`src/logic/led_ctl_params.svh`:
```
// Numeric constants for the LED fault latch and current control block.
// Assumes it is included by bare name from every design file that needs it.
`ifndef LED_CTL_PARAMS_SVH
`define LED_CTL_PARAMS_SVH

`define LED_CHANNELS     48
`define LED_PER_COLOR    16
`define LED_COLORS       3
`define LED_GROUPS       8
`define GROUP_W          3
`define LAST_GROUP       3'h7
`define FIRST_GROUP      3'h0
`define CAPTURE_COUNT    6'h21
`define GS_COUNT_MAX     6'h3F
`define GS_COUNT_ZERO    6'h00
`define GS_COUNT_ONE     6'h01
`define MC_BITS          3
`define MC_RESET         3'h0
`define DC_BITS          7
`define DC_RESET         7'h00
`define FULL_CODE        7'h7F
`define THR_BITS         2
`define THR_RESET        2'h0
`define CLK_PERIOD_NS    10
`define STEP_DELAY_NS    20
`define STEP_CYCLES      ((`STEP_DELAY_NS + `CLK_PERIOD_NS - 1) / `CLK_PERIOD_NS)
`define DELAY_W          8
`define DELAY_ZERO       8'h00

`endif

```
`src/logic/led_ctl_pkg.sv`:
```
// Types and the group decode shared by the LED control modules.
// Assumes led_ctl_params.svh is on the include path.
`include "led_ctl_params.svh"

package led_ctl_pkg;

  typedef logic [`LED_CHANNELS-1:0]                 chan_vec_type;
  typedef logic [`GROUP_W-1:0]                      group_type;
  typedef logic [`LED_COLORS-1:0][`MC_BITS-1:0]     mc_set_type;
  typedef logic [`LED_COLORS-1:0][`DC_BITS-1:0]     bc_set_type;
  typedef logic [`LED_CHANNELS-1:0][`DC_BITS-1:0]   dc_set_type;

  typedef enum logic [1:0] {
    SEQ_IDLE,
    SEQ_LOAD,
    SEQ_WAIT
  } seq_state_type;

  // Maps a channel index within its color to its soft-start group.
  function automatic group_type group_of(input int unsigned idx);
    group_type g;
    g = `FIRST_GROUP;
    case (idx)
      4, 11: g = 3'h0;
      0, 15: g = 3'h1;
      5, 10: g = 3'h2;
      1, 14: g = 3'h3;
      2, 13: g = 3'h4;
      6, 9:  g = 3'h5;
      3, 12: g = 3'h6;
      7, 8:  g = 3'h7;
      default: g = `FIRST_GROUP;
    endcase
    return g;
  endfunction

endpackage

```
`src/logic/stagger_if.sv`:
```
// Carries the soft-start group strobe from the sequencer to the output stage.
// Assumes a single clock domain shared by both ends.
`timescale 1ns/1ps

interface stagger_if;
  import led_ctl_pkg::*;
  logic      load;
  group_type group;
  modport seq (output load, output group);
  modport app (input load, input group);
endinterface

```
`src/logic/led_fault_latch_and_current_control.sv`:
```
// Top of the LED sink control: fault latch, soft-start switching and
// current code storage for 48 channels in three color groups.
// Assumes grayscale clock and comparator outputs arrive asynchronously;
// PWM on requests, control fields and write strobes come from core_clk_i.
//
// Behaviour
// RQ1: On channel above short threshold flags short.
// RQ2: Short threshold level follows threshold select field.
// RQ3: Flags captured on 33rd grayscale clock.
// RQ4: Off channels store zero short flag.
// RQ5: On channel below open threshold flags open.
// RQ6: Forty-eight sinks split into eight switching groups.
// RQ7: Group order 4/11,0/15,5/10,1/14,2/13,6/9,3/12,7/8.
// RQ8: Groups switch on and off in sequence.
// RQ9: Gap between groups is one parameter step; the sequencer loads successive groups STEP_CYCLES + 2 core cycles apart.
// RQ10: Maximum current codes reset to zero.
// RQ11: Current code changes only after identical double write.
// RQ12: Each color has a three-bit current code.
// RQ13: Host uses codes six, seven above 3.6 V.
// RQ14: Host changes current codes with outputs off.
// RQ15: Full scale only when correction, brightness 7Fh.
// RQ16: Each channel holds seven-bit correction code.
// RQ17: Host loads correction codes before enabling outputs.
`timescale 1ns/1ps
`include "led_ctl_params.svh"

module led_fault_latch_and_current_control (
  input  wire logic                      core_clk_i,
  input  wire logic                      reset_i,
  input  wire logic                      grayscale_clock_i,
  input  wire logic                      display_start_i,
  input  wire led_ctl_pkg::chan_vec_type channel_on_req_i,
  input  wire led_ctl_pkg::chan_vec_type above_short_i,
  input  wire led_ctl_pkg::chan_vec_type below_open_i,
  input  wire logic [`THR_BITS-1:0]      short_threshold_select_i,
  input  wire logic                      max_current_write_i,
  input  wire led_ctl_pkg::mc_set_type   max_current_code_i,
  input  wire logic                      dot_correction_write_i,
  input  wire led_ctl_pkg::dc_set_type   dot_correction_code_i,
  input  wire led_ctl_pkg::bc_set_type   group_brightness_code_i,
  output led_ctl_pkg::chan_vec_type      channel_output_o,
  output led_ctl_pkg::chan_vec_type      short_fault_flag_o,
  output led_ctl_pkg::chan_vec_type      open_fault_flag_o,
  output logic [`THR_BITS-1:0]           short_threshold_level_o,
  output led_ctl_pkg::mc_set_type        group_max_current_code_o,
  output led_ctl_pkg::dc_set_type        channel_dot_correction_code_o,
  output led_ctl_pkg::chan_vec_type      full_scale_o,
  output logic                           dot_correction_loaded_o
);
  import led_ctl_pkg::*;

  // Grayscale clock synchroniser and edge detection.
  logic        gs_s1;
  logic        gs_s2;
  logic        gs_s3;
  logic        gs_level;
  logic        next_gs_level;
  logic        gs_rise;
  logic [5:0]  gs_count;
  logic [5:0]  next_gs_count;
  logic        capture;
  logic        next_capture;

  always_ff @(posedge core_clk_i or posedge reset_i) begin
    if (reset_i) begin
      gs_s1 <= 1'b0;
      gs_s2 <= 1'b0;
      gs_s3 <= 1'b0;
    end else begin
      gs_s1 <= grayscale_clock_i;
      gs_s2 <= gs_s1;
      gs_s3 <= gs_s2;
    end
  end

  // A level change counts once the second and third stages agree.
  always_comb begin
    next_gs_level = gs_level;
    if (gs_s2 == gs_s3) begin
      next_gs_level = gs_s3;
    end
    gs_rise = next_gs_level & ~gs_level;
  end

  // Counts grayscale edges since display start; saturates past capture.
  // A start that meets a rise counts that rise as the first one, so no
  // edge is lost between display cycles.
  always_comb begin
    next_gs_count = gs_count;
    next_capture  = 1'b0;
    if (display_start_i) begin
      next_gs_count = gs_rise ? `GS_COUNT_ONE : `GS_COUNT_ZERO;
    end else if (gs_rise && gs_count != `GS_COUNT_MAX) begin
      next_gs_count = gs_count + 6'h01;
    end
    if (gs_rise && next_gs_count == `CAPTURE_COUNT) begin
      next_capture = 1'b1; // RQ3
    end
  end

  always_ff @(posedge core_clk_i or posedge reset_i) begin
    if (reset_i) begin
      gs_level <= 1'b0;
      gs_count <= `GS_COUNT_ZERO;
      capture  <= 1'b0;
    end else begin
      gs_level <= next_gs_level;
      gs_count <= next_gs_count;
      capture  <= next_capture;
    end
  end

  // Comparator outputs cross in through three stages per bit.
  // Only the second stage reads the first, guarding against metastability.
  chan_vec_type sh_s1;
  chan_vec_type sh_s2;
  chan_vec_type sh_s3;
  chan_vec_type sh_stable;
  chan_vec_type next_sh_stable;
  chan_vec_type op_s1;
  chan_vec_type op_s2;
  chan_vec_type op_s3;
  chan_vec_type op_stable;
  chan_vec_type next_op_stable;

  always_ff @(posedge core_clk_i or posedge reset_i) begin
    if (reset_i) begin
      sh_s1 <= '0;
      sh_s2 <= '0;
      sh_s3 <= '0;
      op_s1 <= '0;
      op_s2 <= '0;
      op_s3 <= '0;
    end else begin
      sh_s1 <= above_short_i;
      sh_s2 <= sh_s1;
      sh_s3 <= sh_s2;
      op_s1 <= below_open_i;
      op_s2 <= op_s1;
      op_s3 <= op_s2;
    end
  end

  // Takes the third stage where it agrees with the second, else holds.
  function automatic chan_vec_type settled(input chan_vec_type s2,
                                           input chan_vec_type s3,
                                           input chan_vec_type held);
    return (s3 & ~(s2 ^ s3)) | (held & (s2 ^ s3));
  endfunction

  always_comb begin
    next_sh_stable = settled(sh_s2, sh_s3, sh_stable);
    next_op_stable = settled(op_s2, op_s3, op_stable);
  end

  always_ff @(posedge core_clk_i or posedge reset_i) begin
    if (reset_i) begin
      sh_stable <= '0;
      op_stable <= '0;
    end else begin
      sh_stable <= next_sh_stable;
      op_stable <= next_op_stable;
    end
  end

  // Validity follows the programmed request, not the staggered output,
  // so a channel still waiting for its group is judged as on.
  fault_latch u_fault_latch (
    .core_clk_i         (core_clk_i),
    .reset_i            (reset_i),
    .capture_i          (capture),
    .channel_on_i       (channel_on_req_i),
    .above_short_i      (sh_stable),
    .below_open_i       (op_stable),
    .short_fault_flag_o (short_fault_flag_o),
    .open_fault_flag_o  (open_fault_flag_o)
  );

  // Threshold select drives the analog short comparator reference.
  // The analog mapping of each level lies outside this block.
  logic [`THR_BITS-1:0] next_thr;

  always_comb begin
    next_thr = short_threshold_select_i; // RQ2
  end

  always_ff @(posedge core_clk_i or posedge reset_i) begin
    if (reset_i) begin
      short_threshold_level_o <= `THR_RESET;
    end else begin
      short_threshold_level_o <= next_thr;
    end
  end

  // Soft-start: outputs follow requests one group at a time.
  // A request change mid-walk reaches only groups not yet loaded; the
  // sequencer then starts a fresh walk to finish the rest.
  stagger_if strobe ();
  chan_vec_type next_out;
  logic         change_pending;

  assign change_pending = (channel_on_req_i != channel_output_o);

  stagger_sequencer u_seq (
    .core_clk_i       (core_clk_i),
    .reset_i          (reset_i),
    .change_pending_i (change_pending),
    .strobe           (strobe.seq)
  );

  genvar gi;
  generate
    for (gi = 0; gi < `LED_CHANNELS; gi++) begin : g_out
      always_comb begin
        next_out[gi] = channel_output_o[gi];
        if (strobe.load &&
            strobe.group == group_of(gi % `LED_PER_COLOR)) begin // RQ6 RQ7
          next_out[gi] = channel_on_req_i[gi]; // RQ8
        end
      end
    end
  endgenerate

  always_ff @(posedge core_clk_i or posedge reset_i) begin
    if (reset_i) begin
      channel_output_o <= '0;
    end else begin
      channel_output_o <= next_out;
    end
  end

  // Maximum current codes take a new value only on a repeated write.
  // The last value stays armed across idle cycles; a differing write
  // replaces it, so a lone write never changes the active code.
  mc_set_type mc_last;
  mc_set_type next_mc_last;
  logic       mc_armed;
  logic       next_mc_armed;
  mc_set_type next_mc;

  always_comb begin
    next_mc_last  = mc_last;
    next_mc_armed = mc_armed;
    next_mc       = group_max_current_code_o; // RQ12
    if (max_current_write_i) begin
      next_mc_last  = max_current_code_i;
      next_mc_armed = 1'b1;
      if (mc_armed && mc_last == max_current_code_i) begin
        next_mc = max_current_code_i; // RQ11
      end
    end
  end

  always_ff @(posedge core_clk_i or posedge reset_i) begin
    if (reset_i) begin
      mc_last                  <= '0;
      mc_armed                 <= 1'b0;
      group_max_current_code_o <= {`LED_COLORS{`MC_RESET}}; // RQ10
    end else begin
      mc_last                  <= next_mc_last;
      mc_armed                 <= next_mc_armed;
      group_max_current_code_o <= next_mc;
    end
  end

  // Dot correction storage and full-scale indication per channel.
  // Codes clear at reset; the loaded flag warns the host that outputs
  // must wait for a first write. Full scale lags the codes by a cycle.
  dc_set_type   next_dc;
  logic         next_dc_loaded;
  chan_vec_type next_full;

  always_comb begin
    next_dc        = channel_dot_correction_code_o;
    next_dc_loaded = dot_correction_loaded_o;
    if (dot_correction_write_i) begin
      next_dc        = dot_correction_code_i; // RQ16
      next_dc_loaded = 1'b1; // RQ17
    end
  end

  generate
    for (gi = 0; gi < `LED_CHANNELS; gi++) begin : g_full
      always_comb begin
        next_full[gi] = (channel_dot_correction_code_o[gi] == `FULL_CODE) &&
          (group_brightness_code_i[gi / `LED_PER_COLOR] == `FULL_CODE); // RQ15
      end
    end
  endgenerate

  always_ff @(posedge core_clk_i or posedge reset_i) begin
    if (reset_i) begin
      channel_dot_correction_code_o <= {`LED_CHANNELS{`DC_RESET}};
      dot_correction_loaded_o       <= 1'b0;
      full_scale_o                  <= '0;
    end else begin
      channel_dot_correction_code_o <= next_dc;
      dot_correction_loaded_o       <= next_dc_loaded;
      full_scale_o                  <= next_full;
    end
  end

endmodule

```
`src/logic/fault_latch.sv`:
```
// Shared short/open fault flag latch for all output channels.
// Assumes comparator inputs are already synchronised to core_clk_i.
`timescale 1ns/1ps
`include "led_ctl_params.svh"

module fault_latch (
  input  wire logic                      core_clk_i,
  input  wire logic                      reset_i,
  input  wire logic                      capture_i,
  input  wire led_ctl_pkg::chan_vec_type channel_on_i,
  input  wire led_ctl_pkg::chan_vec_type above_short_i,
  input  wire led_ctl_pkg::chan_vec_type below_open_i,
  output led_ctl_pkg::chan_vec_type      short_fault_flag_o,
  output led_ctl_pkg::chan_vec_type      open_fault_flag_o
);
  import led_ctl_pkg::*;

  chan_vec_type next_short;
  chan_vec_type next_open;

  // Off channels always store a clear flag.
  always_comb begin
    next_short = short_fault_flag_o;
    next_open  = open_fault_flag_o;
    if (capture_i) begin // RQ3
      next_short = above_short_i & channel_on_i; // RQ1 RQ4
      next_open  = below_open_i & channel_on_i; // RQ5
    end
  end

  always_ff @(posedge core_clk_i or posedge reset_i) begin
    if (reset_i) begin
      short_fault_flag_o <= '0;
      open_fault_flag_o  <= '0;
    end else begin
      short_fault_flag_o <= next_short;
      open_fault_flag_o  <= next_open;
    end
  end

endmodule

```
`src/logic/stagger_sequencer.sv`:
```
// Walks the eight soft-start groups in order with a fixed gap between them.
// Assumes change_pending_i comes from logic on core_clk_i.
`timescale 1ns/1ps
`include "led_ctl_params.svh"

module stagger_sequencer #(
  parameter logic [`DELAY_W-1:0] STEP_CYCLES = `DELAY_W'(`STEP_CYCLES)
) (
  input  wire logic   core_clk_i,
  input  wire logic   reset_i,
  input  wire logic   change_pending_i,
  stagger_if.seq      strobe
);
  import led_ctl_pkg::*;

  seq_state_type        state;
  seq_state_type        next_state;
  group_type            group;
  group_type            next_group;
  logic [`DELAY_W-1:0]  delay;
  logic [`DELAY_W-1:0]  next_delay;
  logic                 load;
  logic                 next_load;

  always_comb begin
    next_state = state;
    next_group = group;
    next_delay = delay;
    next_load  = 1'b0;
    case (state)
      SEQ_IDLE: begin
        if (change_pending_i) begin // RQ8
          next_state = SEQ_LOAD;
          next_group = `FIRST_GROUP;
        end
      end
      SEQ_LOAD: begin
        next_load  = 1'b1;
        next_delay = STEP_CYCLES; // RQ9
        next_state = SEQ_WAIT;
      end
      SEQ_WAIT: begin
        if (delay > `DELAY_ZERO) begin
          next_delay = delay - `DELAY_W'(1);
        end else if (group == `LAST_GROUP) begin
          next_state = SEQ_IDLE;
        end else begin
          next_group = group + `GROUP_W'(1); // RQ7
          next_state = SEQ_LOAD;
        end
      end
      default: next_state = SEQ_IDLE;
    endcase
  end

  always_ff @(posedge core_clk_i or posedge reset_i) begin
    if (reset_i) begin
      state <= SEQ_IDLE;
      group <= `FIRST_GROUP;
      delay <= `DELAY_ZERO;
      load  <= 1'b0;
    end else begin
      state <= next_state;
      group <= next_group;
      delay <= next_delay;
      load  <= next_load;
    end
  end

  assign strobe.load  = load;
  assign strobe.group = group;

endmodule

```
`config.mk`:
```
export PLATFORM = sky130hd
export DESIGN_NAME = led_fault_latch_and_current_control
export DESIGN_NICKNAME = d
export VERILOG_FILES = /design/src/logic/led_ctl_pkg.sv /design/src/logic/stagger_if.sv /design/src/logic/led_fault_latch_and_current_control.sv /design/src/logic/fault_latch.sv /design/src/logic/stagger_sequencer.sv
export VERILOG_INCLUDE_DIRS = /design/src /design/src/logic
export SDC_FILE = /design/constraint.sdc
export NUM_CORES = 2
export LEC_CHECK = 0
export ABC_AREA = 1
export BUFFER_PORTS_ARGS = -buffer_cell sky130_fd_sc_hd__buf_2
export CAP_MARGIN = 20
export CORE_AREA = 3 3 415 417
export DETAILED_ROUTE_END_ITERATION = 6
export DIE_AREA = 0 0 418 420
export PLACE_DENSITY_LB_ADDON = 0.25
export SLEW_MARGIN = 5
export SYNTH_ARGS = -nofsm -noshare
export SYNTH_HDL_FRONTEND = slang
export SYNTH_SLANG_ARGS = --single-unit
```
`constraint.sdc`:
```
create_clock -name core_clk_i -period 79.6 [get_ports core_clk_i]
set_input_delay 3.98 -clock core_clk_i [delete_from_list [all_inputs] [get_ports core_clk_i]]
set_output_delay 3.98 -clock core_clk_i [all_outputs]
set_load 0.005 [all_outputs]
```
### Yosys cells after proc, flatten, opt, wreduce, memory -nomap -nowiden

Index checks and enable logic that the tools add are counted.

* flip-flop bits (word level): 959
* memories: 0
* input bits: 518
* word-level logic and storage cells: 256
* bits in writable memories: 0
* ROM bits: 0
* bits in latches: 0

* div/mod/pow operators: 0
* multiplexer cells: 16
* equality and inequality tests: 69
* shift-type cells: 0
* multiply operators: 0
* reductions and logical operators: 67
* magnitude comparators: 1
* $add $sub $neg: 3
* bitwise operators: 14

Operators by type and width (count)
* $eq 7x7->1 const B: 51
* $and 48x48->48: 6
* $not 48->48: 2
* $or 48x48->48: 2
* $xor 48x48->48: 2
* $logic_and 1x1->1: 59
* $ne 48x48->1: 1
* $pmux 8 s2: 1
* $eq 3x3->1 const B: 4
* $mux 6: 2
* $eq 9x9->1: 1
* $mux 3: 3
* $gt 8x1->1 const B: 1
* $mux 8: 1
* $sub 8x1->8 const B: 1
* $add 6x1->6 const B: 1
* $eq 3x2->1 const B: 2
* $eq 6x6->1 const B: 1
* $ne 2x2->1 const B: 3
* $ne 6x6->1 const B: 1
* $pmux 2 s3: 1
* $pmux 3 s2: 1
* $reduce_and 2->1: 3
* $mux 1: 5
* 13 further kinds: 15

### Longest topological paths before layout

* depth in word-level cells: 9
* gate-level depth with buffers: 12
* mapped depth without buffers: 12

### Hierarchy

From an unflattened synthesis, not the netlist that was laid out.

* cells, all modules: 3012
* area total of the unflattened synthesis: 33679.8 sq um

Modules (own cells, without submodules)
* led_fault_latch_and_current_control: times used 1, seq. area each 21245.4 sq um, area an instance 29120.4 sq um, cells each 2504
* fault_latch: times used 1, seq. area each 2402.3 sq um, area an instance 3766.1 sq um, cells each 407
* stagger_sequencer: times used 1, seq. area each 350.3 sq um, area an instance 793.3 sq um, cells each 101

### Worst setup path before layout

Ideal clock, no wire load.

* path kind: input to register
* from: input port max_current_write_i
* to: register group_max_current_code_o[0] in the netlist's numbering
* setup time: 0.065 ns
* setup slack: 74.728 ns
* cell stages on the path: 7
* data arrival time: 4.807 ns
* buffers on the path: 1
* cells stage by stage: buf_4 > nand2_1 > a21oi_2 > o2111ai_4 > nor2_4 > nand2_1 > nand2_1

* word-level cells in the longest chain between the ends: 1

RTL lines
* start, declared: RTL line led_fault_latch_and_current_control.sv:36 `input wire logic max_current_write_i,`
* $reduce_and 2->1 (no line)
* end signal, assigned: RTL line led_fault_latch_and_current_control.sv:258 `` group_max_current_code_o <= {`LED_COLORS{`MC_RESET}}; ``
* end signal, assigned: RTL line led_fault_latch_and_current_control.sv:262 `group_max_current_code_o <= next_mc;`
* end, declared: RTL line led_fault_latch_and_current_control.sv:45 `output led_ctl_pkg::mc_set_type group_max_current_code_o,`

Every way passes these cells.
A chain may end at the register's enable or synchronous reset.

==> qor.yml <==
status: "complete, no violations"
syn_area_um2: 33800
yosys.area_share.xor_xnor_pct: 0.440
die_h_um: 420
synthAdderAreaFrac_pct: 3.17
synth-simple-area-share_pct: 18.8
holdPathStages: 0
cts_made_buffers: 110
seq_area_frac_synth_pct: 70.9
postSynthNetCount: 3649
cts_max_level: 3
hold_start: "op_s1[25]"
r2r_start: "capture"
post-synth-top-count-cell: "nand2_1"
rr_worst_depth: 4
grt_usage_pct: 14.8
core_area_um2: 169000
hold_buffers: 0
grt_pass1_wl_um: 189000
yosysTopAreaCell: "dfrtp_1"
routabilityCongestion: 0.862
nets: 4731
cpMostUsedCell: "buf_4"
yosysTopAreaCellShare_pct: 70.9
die_area_um2: 176000
port_buffers: 1057
grt.overflow.total: 0
syn_inst: 3122
clk_pin_slew_ns: 0.06
drtIter0Drc: 1552
synth_top_family_by_area: "simple AND/OR/NAND/NOR gates"
clk_latency_ns: 0.74
dr.pass1.iters: 7
hold_path.class: "flip-flop to flip-flop"
antenna_found_initial: 61
synth_compound_area_share_pct: 2.79
min_period_ns: 7.62
p_total_w: 0.00117
cts_root_buf: "clkbuf_16"
crit_chain: "buf_2 -> inv_8 -> buf_4 -> buf_4 -> buf_4 -> buf_4 -> buf_4"
period_share_pct: 9.57
postLayoutCoreUtil_pct: 27.0
rsz0062_at_grt: "false"
cts_resized: 0
fillCellCount: 18000
drive_gt1_share_pct: 30.8
r2r-end: "u_fault_latch.short_fault_flag_o[42]"
start_util_pct: 20.0
synth_enable_flop_cells: 0
crit_path_top_delay_cell: "buf_4"
row_count: 151
route.vias.total: 25700
multi_input_area_um2: 8660
drc_errors: 0
crit_path_start_kind: "input port"
max_freq_mhz: 131
synth-warning-count: 0
die_w_um: 418
dp_slack_ns: 70.35
clock_path_buffers: 3
synth_ff_type: "dfrtp_1"
cts_setup_buffers: 0
regArea_um2: 24000
muxShareOfSynthArea_pct: 0.429
dpl.hpwl_um: 103000
io_pins: 1058
cp_max_fo: 131
hold_violations: 0
syn2layout_area_growth_pct: 34.8
crit_required_ns: 80.34
cts_tree: "done"
ys_top_cells_by_count: "1201 x nand2_1, 959 x dfrtp_1, 180 x inv_1"
slew_headroom_pct: 11.6
max_slew.worst_pin.slew_ns: 1.33
netlist_top_cells_area: "dfrtp_1 71%, nand2_1 13%, maj3_1 2.8%, nand3_1 2.5%, o21ai_0 2.3%"
min_to: "op_s2[25]"
ys_types: 36
ant_nets: 0
grt_start_max_net_pins: 194
avgRoutedWirePerCell_um: 20.5
synth_seq_cells: 959
leakage_nw: 23.2
routed_via_density: 3.93
grt_pass1_vias: 26100
async_flop_share_pct: 100
crit_type: "input port to async pin"
setup_viol: 0
drv_slew: 0
max_cap_violations: 0
finalWorstSetupSlack_ns: 71.98
wirelength_um: 134000
clock_sinks: 959
max_stage_delay_ns: 0.85
clock_skew_ns: 0.0725
worstSetupEndpointType: "async pin"
r2r_slack_ns: 76.99
vdd_drop_max_uv: 16.8
powerDensity_nw_per_um2: 25.6
setup_tns_ns: 0
arrival_ns: 8.36
syn_avg_cell_area_um2: 10.8
kinds of logic (layout without fill, tap and decap cells):
group,count (synthesis),count (layout)
adders and majority gates,105,105
AOI/OAI and AO/OA,180,180
buffers and inverters,301,1476
xor gates and xnor gates,17,17
other,0,28
muxes,13,13
and+or+nand+nor,1547,1547
DFF,959,959
layout by cell type, fill, tap and decap left out, types with 28 or more instances in the layout:
cell type	instances
nand4_1	54
nand2_1	1201
nor3_1	52
nor2_1	47
nand3_1	169
maj3_1	96
dfrtp_1	958
diode_2	28
clkbuf_16	110
o21ai_0	156
inv_1	178
buf_2	1056
per-layer routing:
layer / share of wire (%) / track usage (%) / vias to the layer above
li1: - / - / 12100
met1: 36 / 15.8 / 12500
met2: 53 / 27.2 / 852
met3: 7.0 / 4.61 / 246
met4: 3.6 / 5.59 / 18
met5: 0.094 / 0 / -
where the power goes:
group | leakage, nW | total (W) | internal [W] | switching [W]
combinational | 10.1 | 0.0000895 | 0.0000356 | 0.0000539
sequential | 11.2 | 0.000543 | 0.000518 | 0.0000246
clock | 1.91 | 0.000535 | 0.000316 | 0.000219
area by class of cell:
class	count	area share, %
Multi-Input combinational cell	1862	19.0
Antenna cell	28	0.154
Inverter	193	1.62
Timing Repair Buffer	1078	12.1
Clock inverter	54	1.56
Tap cell	2218	6.08
Sequential cell	959	52.6
Clock buffer	151	6.94
worst max-delay path: cells and delay by family:
kind                   cells  cell delay (ns)
buffers and inverters      7             4.13
metrics by stage:
step	cell area, um2	hold slack, ns	instances
floorplan	33800	0.331	3122
global placement	41700	0.332	6309
detailed placement	41700	0.335	6309
CTS	45500	0.275	6514
global route	45600	0.292	6538
finish	45600	0.284	6543
worst max-delay path by stage:
stage / depth (start not counted) / startpoint / slack (ns) / to
3_3_place_gp: 7 / reset_i / 70.42 / sh_s1[46]
4_1_cts: 7 / reset_i / 71.21 / async pin
2_1_floorplan: 1 / reset_i / 48.65 / async pin
6_report: 7 / reset_i / 71.98 / async pin
5_1_grt: 7 / reset_i / 71.17 / op_s2[43]
3_5_place_dp: 7 / reset_i / 70.35 / async pin
No activity file was read; power rests on OpenSTA's default activity.
